### src/common/tmr_pkg.sv
/*
 Package for the dual timer/counter block: register addresses, bit positions,
 reset values and mode codes. Assumes an 8-bit special-function-register port.
*/
package tmr_pkg;
    localparam logic [7:0] ADDR_CTRL = 8'h88;
    localparam logic [7:0] ADDR_MODE = 8'h89;
    localparam logic [7:0] ADDR_CNT0_LO = 8'h8A;
    localparam logic [7:0] ADDR_CNT1_LO = 8'h8B;
    localparam logic [7:0] ADDR_CNT0_HI = 8'h8C;
    localparam logic [7:0] ADDR_CNT1_HI = 8'h8D;
    localparam logic [7:0] RST_BYTE = 8'h00;

    localparam int B_OVF1 = 7;
    localparam int B_RUN1 = 6;
    localparam int B_OVF0 = 5;
    localparam int B_RUN0 = 4;
    localparam int B_EXT1 = 3;
    localparam int B_TRG1 = 2;
    localparam int B_EXT0 = 1;
    localparam int B_TRG0 = 0;

    // Mode register: timer 1 in the upper nibble, timer 0 in the lower
    localparam int M_GATE = 3;
    localparam int M_SRC = 2;
    localparam int M_MODE_HI = 1;
    localparam int NIB1 = 4;

    localparam logic [4:0] PRESC_MAX = 5'h1F;

    typedef enum logic [1:0] {
        MODE_13BIT = 2'b00,
        MODE_16BIT = 2'b01,
        MODE_RELOAD = 2'b10,
        MODE_SPLIT = 2'b11
    } tmr_mode_e;

    typedef struct packed {
        logic wr;
        logic rd;
        logic [7:0] addr;
        logic [7:0] wdata;
    } sfr_req_s;

    typedef struct packed {
        logic ext_pin_zero;
        logic ext_pin_one;
        logic cnt_pin_zero;
        logic cnt_pin_one;
    } tmr_pins_s;
endpackage

### src/hw/dual_timer.sv
/*
 Two 8051-style timer/counters with their shared control register and the
 two external interrupt flags. Assumes a core that issues single-cycle SFR
 reads/writes, a machine-cycle strobe, and vector acknowledge pulses.
 Pins are synchronous to ref_clk.
*/
`timescale 1ns/1ps
module dual_timer
    import tmr_pkg::*;
(
    input wire logic ref_clk,
    input wire logic nrst,
    input wire sfr_req_s sfr_req,
    output logic [7:0] sfr_rdata,
    input wire logic mach_cycle,
    input wire tmr_pins_s pins,
    input wire logic ack_ovf_zero,
    input wire logic ack_ovf_one,
    input wire logic ack_ext_zero,
    input wire logic ack_ext_one,
    output logic [3:0] irq_req,
    output logic baud_ovf_one
);
    logic [7:0] ctrl;
    logic [7:0] mode_sel;
    logic [7:0] cnt0_lo;
    logic [7:0] cnt0_hi;
    logic [7:0] cnt1_lo;
    logic [7:0] cnt1_hi;
    logic [3:0] pins_q;
    logic [7:0] next_cnt0_lo;
    logic [7:0] next_cnt0_hi;
    logic [7:0] next_cnt1_lo;
    logic [7:0] next_cnt1_hi;
    logic ovf0;
    logic ovf1;
    logic ovf1_baud;
    logic tick0;
    logic tick1;
    logic ext_fall0;
    logic ext_fall1;
    logic run_bit_one;
    logic run_bit_zero;
    logic ext_irq_trigger_one;
    logic ext_irq_trigger_zero;
    logic ovf_flag_one;
    logic ovf_flag_zero;
    logic ext_irq_flag_one;
    logic ext_irq_flag_zero;
    logic ctrl_wr;
    logic set_ovf_one;

    function automatic logic wr_hit(input sfr_req_s r, input logic [7:0] a);
        wr_hit = r.wr && (r.addr == a);
    endfunction

    // One tick per counted event: machine cycle or pin falling edge
    function automatic logic count_tick(input logic [3:0] nib, input logic run, input logic ext_pin,
                                        input logic cyc, input logic fall);
        logic src;
        src = nib[M_SRC] ? fall : cyc;
        count_tick = run && (!nib[M_GATE] || ext_pin) && src;
    endfunction

    tmr_mode_e mode0;
    tmr_mode_e mode1;
    assign mode0 = tmr_mode_e'(mode_sel[M_MODE_HI:0]);
    assign mode1 = tmr_mode_e'(mode_sel[NIB1+M_MODE_HI:NIB1]);

    always_ff @(posedge ref_clk or negedge nrst) begin
        if (!nrst) begin
            pins_q <= 4'h0;
        end else begin
            pins_q <= {pins.ext_pin_one, pins.ext_pin_zero, pins.cnt_pin_one, pins.cnt_pin_zero};
        end
    end

    assign ext_fall0 = pins_q[2] && !pins.ext_pin_zero;
    assign ext_fall1 = pins_q[3] && !pins.ext_pin_one;

    assign tick0 = count_tick(mode_sel[3:0], ctrl[B_RUN0], pins.ext_pin_zero, mach_cycle,
                              pins_q[0] && !pins.cnt_pin_zero);
    // Timer 1 runs on its own bit even while timer 0 borrows that bit in split mode
    assign tick1 = count_tick(mode_sel[7:4], ctrl[B_RUN1], pins.ext_pin_one, mach_cycle,
                              pins_q[1] && !pins.cnt_pin_one);

    // Timer 0 counting
    always_comb begin
        next_cnt0_lo = cnt0_lo;
        next_cnt0_hi = cnt0_hi;
        ovf0 = 1'b0;
        ovf1 = 1'b0;
        case (mode0)
            MODE_13BIT: begin
                if (tick0) begin
                    next_cnt0_lo = {cnt0_lo[7:5], cnt0_lo[4:0] + 5'h01};
                    if (cnt0_lo[4:0] == PRESC_MAX) begin
                        next_cnt0_hi = cnt0_hi + 8'h01;
                        ovf0 = (cnt0_hi == 8'hFF);
                    end
                end
            end
            MODE_16BIT: begin
                if (tick0) begin
                    next_cnt0_lo = cnt0_lo + 8'h01;
                    if (cnt0_lo == 8'hFF) begin
                        next_cnt0_hi = cnt0_hi + 8'h01;
                        ovf0 = (cnt0_hi == 8'hFF);
                    end
                end
            end
            MODE_RELOAD: begin
                if (tick0) begin
                    next_cnt0_lo = (cnt0_lo == 8'hFF) ? cnt0_hi : cnt0_lo + 8'h01;
                    ovf0 = (cnt0_lo == 8'hFF);
                end
            end
            MODE_SPLIT: begin
                if (tick0) begin
                    next_cnt0_lo = cnt0_lo + 8'h01;
                    ovf0 = (cnt0_lo == 8'hFF);
                end
                if (ctrl[B_RUN1] && mach_cycle) begin
                    next_cnt0_hi = cnt0_hi + 8'h01;
                    ovf1 = (cnt0_hi == 8'hFF);
                end
            end
            default: begin
                next_cnt0_lo = cnt0_lo;
            end
        endcase
    end

    // Timer 1 counting
    always_comb begin
        next_cnt1_lo = cnt1_lo;
        next_cnt1_hi = cnt1_hi;
        ovf1_baud = 1'b0;
        case (mode1)
            MODE_13BIT: begin
                if (tick1) begin
                    next_cnt1_lo = {cnt1_lo[7:5], cnt1_lo[4:0] + 5'h01};
                    if (cnt1_lo[4:0] == PRESC_MAX) begin
                        next_cnt1_hi = cnt1_hi + 8'h01;
                        ovf1_baud = (cnt1_hi == 8'hFF);
                    end
                end
            end
            MODE_16BIT: begin
                if (tick1) begin
                    next_cnt1_lo = cnt1_lo + 8'h01;
                    if (cnt1_lo == 8'hFF) begin
                        next_cnt1_hi = cnt1_hi + 8'h01;
                        ovf1_baud = (cnt1_hi == 8'hFF);
                    end
                end
            end
            MODE_RELOAD: begin
                if (tick1) begin
                    next_cnt1_lo = (cnt1_lo == 8'hFF) ? cnt1_hi : cnt1_lo + 8'h01;
                    ovf1_baud = (cnt1_lo == 8'hFF);
                end
            end
            MODE_SPLIT: begin
                next_cnt1_lo = cnt1_lo;
            end
            default: begin
                next_cnt1_lo = cnt1_lo;
            end
        endcase
    end

    assign baud_ovf_one = ovf1_baud;

    // Count bytes: software write wins over counting in the same cycle
    always_ff @(posedge ref_clk or negedge nrst) begin
        if (!nrst) begin
            cnt0_lo <= RST_BYTE;
        end else begin
            cnt0_lo <= wr_hit(sfr_req, ADDR_CNT0_LO) ? sfr_req.wdata : next_cnt0_lo;
        end
    end

    always_ff @(posedge ref_clk or negedge nrst) begin
        if (!nrst) begin
            cnt0_hi <= RST_BYTE;
        end else begin
            cnt0_hi <= wr_hit(sfr_req, ADDR_CNT0_HI) ? sfr_req.wdata : next_cnt0_hi;
        end
    end

    always_ff @(posedge ref_clk or negedge nrst) begin
        if (!nrst) begin
            cnt1_lo <= RST_BYTE;
        end else begin
            cnt1_lo <= wr_hit(sfr_req, ADDR_CNT1_LO) ? sfr_req.wdata : next_cnt1_lo;
        end
    end

    always_ff @(posedge ref_clk or negedge nrst) begin
        if (!nrst) begin
            cnt1_hi <= RST_BYTE;
        end else begin
            cnt1_hi <= wr_hit(sfr_req, ADDR_CNT1_HI) ? sfr_req.wdata : next_cnt1_hi;
        end
    end

    always_ff @(posedge ref_clk or negedge nrst) begin
        if (!nrst) begin
            mode_sel <= RST_BYTE;
        end else if (wr_hit(sfr_req, ADDR_MODE)) begin
            mode_sel <= sfr_req.wdata;
        end
    end

    assign ctrl_wr = wr_hit(sfr_req, ADDR_CTRL);
    // Split mode hands the timer 1 flag to the high byte of timer 0
    assign set_ovf_one = ovf1 || (mode0 != MODE_SPLIT && ovf1_baud);

    // Run and trigger bits are plain software bits; writing run touches no count
    always_ff @(posedge ref_clk or negedge nrst) begin
        if (!nrst) begin
            run_bit_one <= 1'b0;
            run_bit_zero <= 1'b0;
            ext_irq_trigger_one <= 1'b0;
            ext_irq_trigger_zero <= 1'b0;
        end else if (ctrl_wr) begin
            run_bit_one <= sfr_req.wdata[B_RUN1];
            run_bit_zero <= sfr_req.wdata[B_RUN0];
            ext_irq_trigger_one <= sfr_req.wdata[B_TRG1];
            ext_irq_trigger_zero <= sfr_req.wdata[B_TRG0];
        end
    end

    // Overflow flags: hardware set beats a vector clear, which beats a write
    always_ff @(posedge ref_clk or negedge nrst) begin
        if (!nrst) begin
            ovf_flag_one <= 1'b0;
        end else if (set_ovf_one) begin
            ovf_flag_one <= 1'b1;
        end else if (ack_ovf_one) begin
            ovf_flag_one <= 1'b0;
        end else if (ctrl_wr) begin
            ovf_flag_one <= sfr_req.wdata[B_OVF1];
        end
    end

    always_ff @(posedge ref_clk or negedge nrst) begin
        if (!nrst) begin
            ovf_flag_zero <= 1'b0;
        end else if (ovf0) begin
            ovf_flag_zero <= 1'b1;
        end else if (ack_ovf_zero) begin
            ovf_flag_zero <= 1'b0;
        end else if (ctrl_wr) begin
            ovf_flag_zero <= sfr_req.wdata[B_OVF0];
        end
    end

    // External flags: edge mode latches, level mode tracks the pin
    // Level mode ignores acks and writes, so a held pin keeps requesting
    always_ff @(posedge ref_clk or negedge nrst) begin
        if (!nrst) begin
            ext_irq_flag_one <= 1'b0;
        end else if (!ext_irq_trigger_one) begin
            ext_irq_flag_one <= !pins.ext_pin_one;
        end else if (ext_fall1) begin
            ext_irq_flag_one <= 1'b1;
        end else if (ack_ext_one) begin
            ext_irq_flag_one <= 1'b0;
        end else if (ctrl_wr) begin
            ext_irq_flag_one <= sfr_req.wdata[B_EXT1];
        end
    end

    always_ff @(posedge ref_clk or negedge nrst) begin
        if (!nrst) begin
            ext_irq_flag_zero <= 1'b0;
        end else if (!ext_irq_trigger_zero) begin
            ext_irq_flag_zero <= !pins.ext_pin_zero;
        end else if (ext_fall0) begin
            ext_irq_flag_zero <= 1'b1;
        end else if (ack_ext_zero) begin
            ext_irq_flag_zero <= 1'b0;
        end else if (ctrl_wr) begin
            ext_irq_flag_zero <= sfr_req.wdata[B_EXT0];
        end
    end

    // Register view of the loose control bits; each bit keeps a single writer
    always_comb begin
        ctrl = RST_BYTE;
        ctrl[B_OVF1] = ovf_flag_one;
        ctrl[B_RUN1] = run_bit_one;
        ctrl[B_OVF0] = ovf_flag_zero;
        ctrl[B_RUN0] = run_bit_zero;
        ctrl[B_EXT1] = ext_irq_flag_one;
        ctrl[B_TRG1] = ext_irq_trigger_one;
        ctrl[B_EXT0] = ext_irq_flag_zero;
        ctrl[B_TRG0] = ext_irq_trigger_zero;
    end

    assign irq_req = {ovf_flag_one, ext_irq_flag_one, ovf_flag_zero, ext_irq_flag_zero};

    // Registered read data; unmapped addresses read zero
    always_ff @(posedge ref_clk or negedge nrst) begin
        if (!nrst) begin
            sfr_rdata <= RST_BYTE;
        end else if (sfr_req.rd) begin
            case (sfr_req.addr)
                ADDR_CTRL: sfr_rdata <= ctrl;
                ADDR_MODE: sfr_rdata <= mode_sel;
                ADDR_CNT0_LO: sfr_rdata <= cnt0_lo;
                ADDR_CNT1_LO: sfr_rdata <= cnt1_lo;
                ADDR_CNT0_HI: sfr_rdata <= cnt0_hi;
                ADDR_CNT1_HI: sfr_rdata <= cnt1_hi;
                default: sfr_rdata <= RST_BYTE;
            endcase
        end
    end
endmodule

### config.mk
export PLATFORM = sky130hd
export DESIGN_NAME = dual_timer
export DESIGN_NICKNAME = d
export VERILOG_FILES = /design/src/common/tmr_pkg.sv /design/src/hw/dual_timer.sv
export SDC_FILE = /design/constraint.sdc
export NUM_CORES = 1
export LEC_CHECK = 0
export ABC_CLOCK_PERIOD_IN_PS = 2500
export BUFFER_PORTS_ARGS = -buffer_cell sky130_fd_sc_hd__buf_2
export CELL_PAD_IN_SITES_DETAIL_PLACEMENT = 2
export CELL_PAD_IN_SITES_GLOBAL_PLACEMENT = 2
export CORE_MARGIN = 3
export CORE_UTILIZATION = 38
export CTS_CLUSTER_SIZE = 25
export DETAILED_ROUTE_END_ITERATION = 7
export HOLD_SLACK_MARGIN = 0.1
export PLACE_DENSITY = 0.86
export SLEW_MARGIN = 0
export SYNTH_ARGS = -nofsm -noshare
export SYNTH_HDL_FRONTEND = slang
export SYNTH_SLANG_ARGS = --single-unit
### constraint.sdc
create_clock -name ref_clk -period 2.5 [get_ports ref_clk]
set_input_delay 0.25 -clock ref_clk [delete_from_list [all_inputs] [get_ports ref_clk]]
set_output_delay 0.25 -clock ref_clk [all_outputs]
set_load 0.02 [all_outputs]
==> results.toml, run 1 <==
[cts]
clockBufferDepth = 2
clkSinkCount = 60
htreeDepth = 3
cts_buffers = 9
clk_pin_slew_ps = 80
cts_tree = "yes"
cts_root_buffer = "clkbuf_8"
clk_latency_ps = 360
post_cts_buffers = 0

[sta]
finalHoldViolCount = 0
worst_pin_slew_ps = 801
slew_headroom = 0.460
period_share = 0.965
finalCriticalPeriod_ps = 2410
layout_setup_ws_ps = 86.9
clock.fmax_mhz = 414
slew_violations = 0
clock_skew_ps = 8.60
setup_viol = 0

[routing]
ant_nets = 0
drt-pass1-iter-count = 4
drc = 0
routed_wl_mm = 16.0
viasPerCell = 6.33
wire_per_inst_um = 26.4
vias = 3836
first_iter_violations = 281

[floorplanning]
rows = 36
die_x_um = 109
die_area_um2 = 11800
pin_count = 42
core-area_um2 = 10000
die_y_um = 109
initial_core_util = 0.400

[pwr]
p_int_mw = 1.87
powerDensity_nw_per_um2 = 641
clkPwrFrac = 0.302
switchingPower_mw = 1.11
pwr-share-seq = 0.446
leakage_nw = 1.93
swShare = 0.373
comb_power_share = 0.252
vdd_ir_drop_max_v = 0.000356

[final_layout]
final_nets = 508
num_antenna_cells = 0
fill_cells = 1092
syn_to_final_growth_pct = 16.1
post-route-util = 0.464
final_layout_size_suffix_gt1_frac = 0.230

[placement]
port_buffers = 41
pre_cts_ws_ps = 135
hpwl_mm = 11.2
place.gp.congestion = 0.897

[synthesis]
synthFlopType = "dfrtp_1"
ys_ff_latch = 60
synth-edff-count = 0
ys_types = 67
syn-num-nets = 457
synth.yosys.seq_area_share = 0.376
yosysWarnings = 0
synthCells = 417
synthArstFlopShare = 1.00
synth_area_um2 = 4000
synth_area_per_cell_um2 = 9.58

[grt]
grt_use_met3 = 0.0394
antenna_found_initial = 1
grt_pass1_wl_mm = 24.4
overflow = 0
met1_usage = 0.365
grt_max_degree = 61
grt_pass1_vias = 4180
busiest_layer = "met2"
grtUsageTotal = 0.278
use_met2 = 0.475

[critical_path]
endpoint_kind = "output port"
start_kind = "flop"
crit_type = "reg2out"
required_ps = 2250
critical_path_arrival_ps = 2160
worstPathMaxFanout = 6
crit_start = "mode_sel[4]$_DFFE_PN0P_"
rr_startpoint = "cnt1_lo[1]$_DFFE_PN0P_"

[min_path]
hold_class = "in2reg"
worstHoldStart = "ack_ovf_one"

[outcome]
outcome = "finished, final reports clean"

[job]
cap_violations = 0
## worst max-delay path: stages (launching register included)
cell	delay, ps
dfrtp_2	450
inv_1	110
ha_2	240
nand3b_1	210
nor3_1	220
a32oi_1	160
nor3_1	220
buf_2	200
## final timing paths
kind | slack [ps] | cells after the start | end
max | 90 | 7 | baud_ovf_one
min reg2reg | 520 | 2 | ext_irq_flag_one$_DFFE_PN0P_
min in group asynchronous | 440 | 3 | sfr_rdata[2]$_DFFE_PN0P_
max reg2reg | 250 | 9 | cnt1_hi[7]$_DFFE_PN0P_
min | 130 | 2 | ovf_flag_one$_DFFE_PN0P_
max in group asynchronous | 1750 | 3 | mode_sel[4]$_DFFE_PN0P_
## power by group through the flow
stage	Sequential [mW]	Clock, mW	Combinational (mW)
6_report	1.33	0.897	0.749
5_1_grt	1.34	0.946	0.831
4_1_cts	1.31	0.907	0.740
3_5_place_dp	1.33	0	0.716
3_3_place_gp	1.31	0	0.651
2_1_floorplan	1.24	0	0.466
## stage by stage
| step | area [µm²] | hold slack (ps) | setup TNS [ps] | total power, mW | std cells |
|---|---|---|---|---|---|
| final | 4640 | 133 | 0 | 2.97 | 606 |
| after global routing | 4640 | 157 | -46.4 | 3.12 | 606 |
| after CTS | 4610 | 130 | 0 | 2.96 | 606 |
| after detailed placement | 4340 | 292 | 0 | 2.04 | 582 |
| after global placement | 4340 | 293 | 0 | 1.96 | 582 |
| after floorplan | 4000 | -45.6 | 0 | 1.71 | 417 |
## what timing repair did
| item | 4_1_cts | 5_1_grt |
|---|---|---|
| pin swaps | 0 | 1 |
| cloned | 0 | 0 |
| resized for setup | 1 | 8 |
| hold buffers | 8 | 0 |
| setup endpoints to repair | 1 | 4 |
| endpoints found under the hold margin | 67 | 0 |
## cells by family after synthesis
| group | share of synthesized area |
|---|---|
| muxes | 0.112 |
| AOI/OAI and AO/OA | 0.196 |
| and+or+nand+nor | 0.212 |
| xor gates and xnor gates | 0.0241 |
| adders and majority gates | 0.0344 |
| DFF | 0.376 |
| buffers and inverters | 0.0448 |
## registers in the layout, indices dropped and copies added (netlist names)
signal / flops
cnt0_hi: 8
cnt0_lo: 8
cnt1_hi: 8
cnt1_lo: 8
mode_sel: 8
sfr_rdata: 8
pins_q: 4
ext_irq_flag_one: 1
ext_irq_flag_zero: 1
ext_irq_trigger_one: 1
ext_irq_trigger_zero: 1
ovf_flag_one: 1
ovf_flag_zero: 1
run_bit_one: 1
run_bit_zero: 1
## Yosys cell counts (6+ instances only)
master / instances / share of area
mux4_2: 8 / 0.045
inv_1: 17 / 0.016
nand3_1: 18 / 0.023
o31ai_1: 9 / 0.017
dfrtp_1: 60 / 0.38
buf_4: 6 / 0.011
nand2_1: 33 / 0.031
mux2_2: 14 / 0.039
nor3_1: 8 / 0.010
nor2_1: 45 / 0.042
or3_1: 6 / 0.0094
o21ai_0: 23 / 0.029
a211oi_1: 6 / 0.011
ha_1: 11 / 0.034
mux2i_1: 11 / 0.028
a31oi_1: 15 / 0.023
a22oi_1: 10 / 0.019
nand4_1: 7 / 0.011
a21oi_1: 17 / 0.021
xor2_1: 7 / 0.015
## layout by cell type, fill, tap and decap left out, drive strengths merged, types with 7 or more instances in the layout
cell	n
a211oi	7
xor2	7
nor3	8
buf	51
a22oi	10
inv	17
dfrtp	60
nand3	20
dlygate4sd3	8
a21oi	17
nand2	35
mux2	14
ha	11
nand4	7
a31oi	16
mux4	8
nor2	45
clkbuf	11
mux2i	11
o31ai	9
o21ai	27
or3	7
## per-layer routing
metal / vias up / wire (µm)
met5: - / 0
li1: 1664 / -
met2: 147 / 8010
met4: 0 / 316
met1: 1998 / 6820
met3: 27 / 826
## layout make-up
type	instances	area, µm²	share of cell area
clock buffers	11	131	0.0283
clock inverters	5	52.6	0.0113
inverters	17	63.8	0.0138
multi-input cells	321	2350	0.506
flip-flops and latches	60	1510	0.324
well taps	133	166	0.0359
repair buffers	59	373	0.0804
Note: power is estimated with default switching activity, not from simulation.
==> inputs of run 2 (changes only) <==
--- a/config.mk
+++ b/config.mk
@@ -9,7 +9,7 @@
 export BUFFER_PORTS_ARGS = -buffer_cell sky130_fd_sc_hd__buf_2
 export CELL_PAD_IN_SITES_DETAIL_PLACEMENT = 2
 export CELL_PAD_IN_SITES_GLOBAL_PLACEMENT = 2
-export CORE_MARGIN = 3
+export CORE_MARGIN = 8
 export CORE_UTILIZATION = 38
 export CTS_CLUSTER_SIZE = 25
 export DETAILED_ROUTE_END_ITERATION = 7
==> run 2 against run 1 <==
- utilization fell by 0.93 points
- hold slack better by 93 ps
- via count is 2.6% lower
- combinational power increased by 3%
- sequential power hardly changed
- design area is 0.73% higher
- register-to-register slack worse by 50 ps
- fmax fell by 0.26%
- sequential share of layout area decreased by 0.18 points
- wire length down 4.6%
- global-route usage fell by 5.6 points
==> results.toml, run 2 (synthesized netlist as in run 1, its figures left out) <==
[grt]
grt_pass1_vias = 4214
antenna_found_initial = 1
grt_max_degree = 24
grtUsageTotal = 0.222
overflow = 0
grt_pass1_wl_mm = 24.3

[pwr]
powerDensity_nw_per_um2 = 619
vdd_ir_drop_max_v = 0.000368
total_power_mw = 2.89
leakage_nw = 1.94

[critical_path]
worstPathMaxFanout = 8
crit_chain = "nand4_1 > nor2_1 > a32oi_1 > nor3_2 > buf_4"
slowest_delay_ps = 520
start_kind = "flop"
endpoint_kind = "output port"
required_ps = 2250
crit_type = "reg2out"
critical_path_arrival_ps = 2170
crit_slowest_cell = "dfrtp_1"

[routing]
vias = 3736
drt-pass1-iter-count = 4
first_iter_violations = 242
wire_per_inst_um = 24.8
ant_nets = 0
viasPerCell = 6.09
drc = 0
routed_wl_mm = 15.2

[sta]
finalHoldViolCount = 0
slew_violations = 0
setup_viol = 0
period_share = 0.968
clock.fmax_mhz = 413
finalCriticalPeriod_ps = 2420
timing.setup.tns_ps = 0
slew_headroom = 0.511
rsz0062_at_grt = "true"
worst_pin_slew_ps = 726
whs_ps = 226
clock_skew_ps = 12.8

[min_path]
hold_class = "in2reg"

[floorplanning]
die_y_um = 119
rows = 37
core-area_um2 = 10300
initial_core_util = 0.389
die_area_um2 = 14100
pin_count = 42
die_x_um = 119

[placement]
dp.cells = 588
hpwl_mm = 11.2
place.gp.congestion = 0.967
port_buffers = 41

[final_layout]
post-route-util = 0.455
fill_cells = 1150
instances_no_fill = 613
register_area_um2 = 1510
final_common_cell = "dfrtp_1"
final_nets = 512
mostFrequentLayoutCells = "55 x dfrtp_1, 45 x nor2_1, 40 x buf_2"
syn_to_final_growth_pct = 17.0
multiInputGateArea_um2 = 2360
final_layout_size_suffix_gt1_frac = 0.246

[cts]
cts_tree = "yes"
clk_latency_ps = 370
clk_pin_slew_ps = 70
post_cts_buffers = 0
cts_buffers = 9
cts_root_buffer = "clkbuf_8"
clkSinkCount = 60
htreeDepth = 3
clockBufferDepth = 2

[job]
cap_violations = 0

[outcome]
outcome = "finished, final reports clean"
==> run 2: power breakdown <==
part | switching (mW) | internal, mW
combinational | 0.443 | 0.325
sequential | 0.204 | 1.10
clock | 0.422 | 0.404
total | 1.07 | 1.83
==> run 2: worst max-delay path, delay by kind of cell, from the launching register on <==
family                 cells  cell delay, ps
DFF                        1             520
buffers and inverters      1             190
and+or+nand+nor            3             950
AOI/OAI and AO/OA          1             150
==> run 2: what timing repair did <==
item | in CTS | in global routing
hold buffers | 9 | 0
endpoints found under the hold margin | 29 | 0
gates cloned | 0 | 0
endpoints found under the setup margin | 2 | 2
pin swaps | 1 | 1
resized for setup | 5 | 9
==> run 2: layer usage <==
| layer | part of all wire | global-route usage | up-vias |
|---|---|---|---|
| met5 | 0 | 0 | - |
| met4 | 0.037 | 0.129 | 0 |
| met3 | 0.063 | 0.0433 | 41 |
| met2 | 0.48 | 0.355 | 136 |
| met1 | 0.42 | 0.276 | 1886 |
| li1 | - | - | 1673 |
==> run 2: per-stage QoR <==
stage                     area [µm²]  setup WS (ps)
after floorplan                 4000            405
after global placement          4350            199
after detailed placement        4350            111
after CTS                       4650           20.4
after global routing            4670          -16.9
final                           4670           80.6
==> run 2: worst paths after layout <==
check                                          from                        to  slack [ps]  cells past startpoint
min in group asynchronous                      nrst   mode_sel[1]$_DFFE_PN0P_         390                      2
max                          cnt1_lo[5]$_DFFE_PN0P_              baud_ovf_one          80                      5
max reg2reg                  cnt0_lo[0]$_DFFE_PN0P_    cnt0_hi[3]$_DFFE_PN0P_         200                      8
max in group asynchronous                      nrst    cnt1_hi[0]$_DFFE_PN0P_        1410                      3
min reg2reg                sfr_rdata[5]$_DFFE_PN0P_  sfr_rdata[5]$_DFFE_PN0P_         520                      2
min                                      sfr_req[7]    cnt0_lo[7]$_DFFE_PN0P_         230                      3
==> run 2: area by class of cell <==
cell class / instances / share of cell area
Tap cell: 136 / 0.0364
Antenna cell: 1 / 0.000535
Multi-Input combinational cell: 321 / 0.504
Timing Repair Buffer: 63 / 0.0846
Clock buffer: 11 / 0.0324
Inverter: 17 / 0.0137
Clock inverter: 4 / 0.00535
Sequential cell: 60 / 0.323
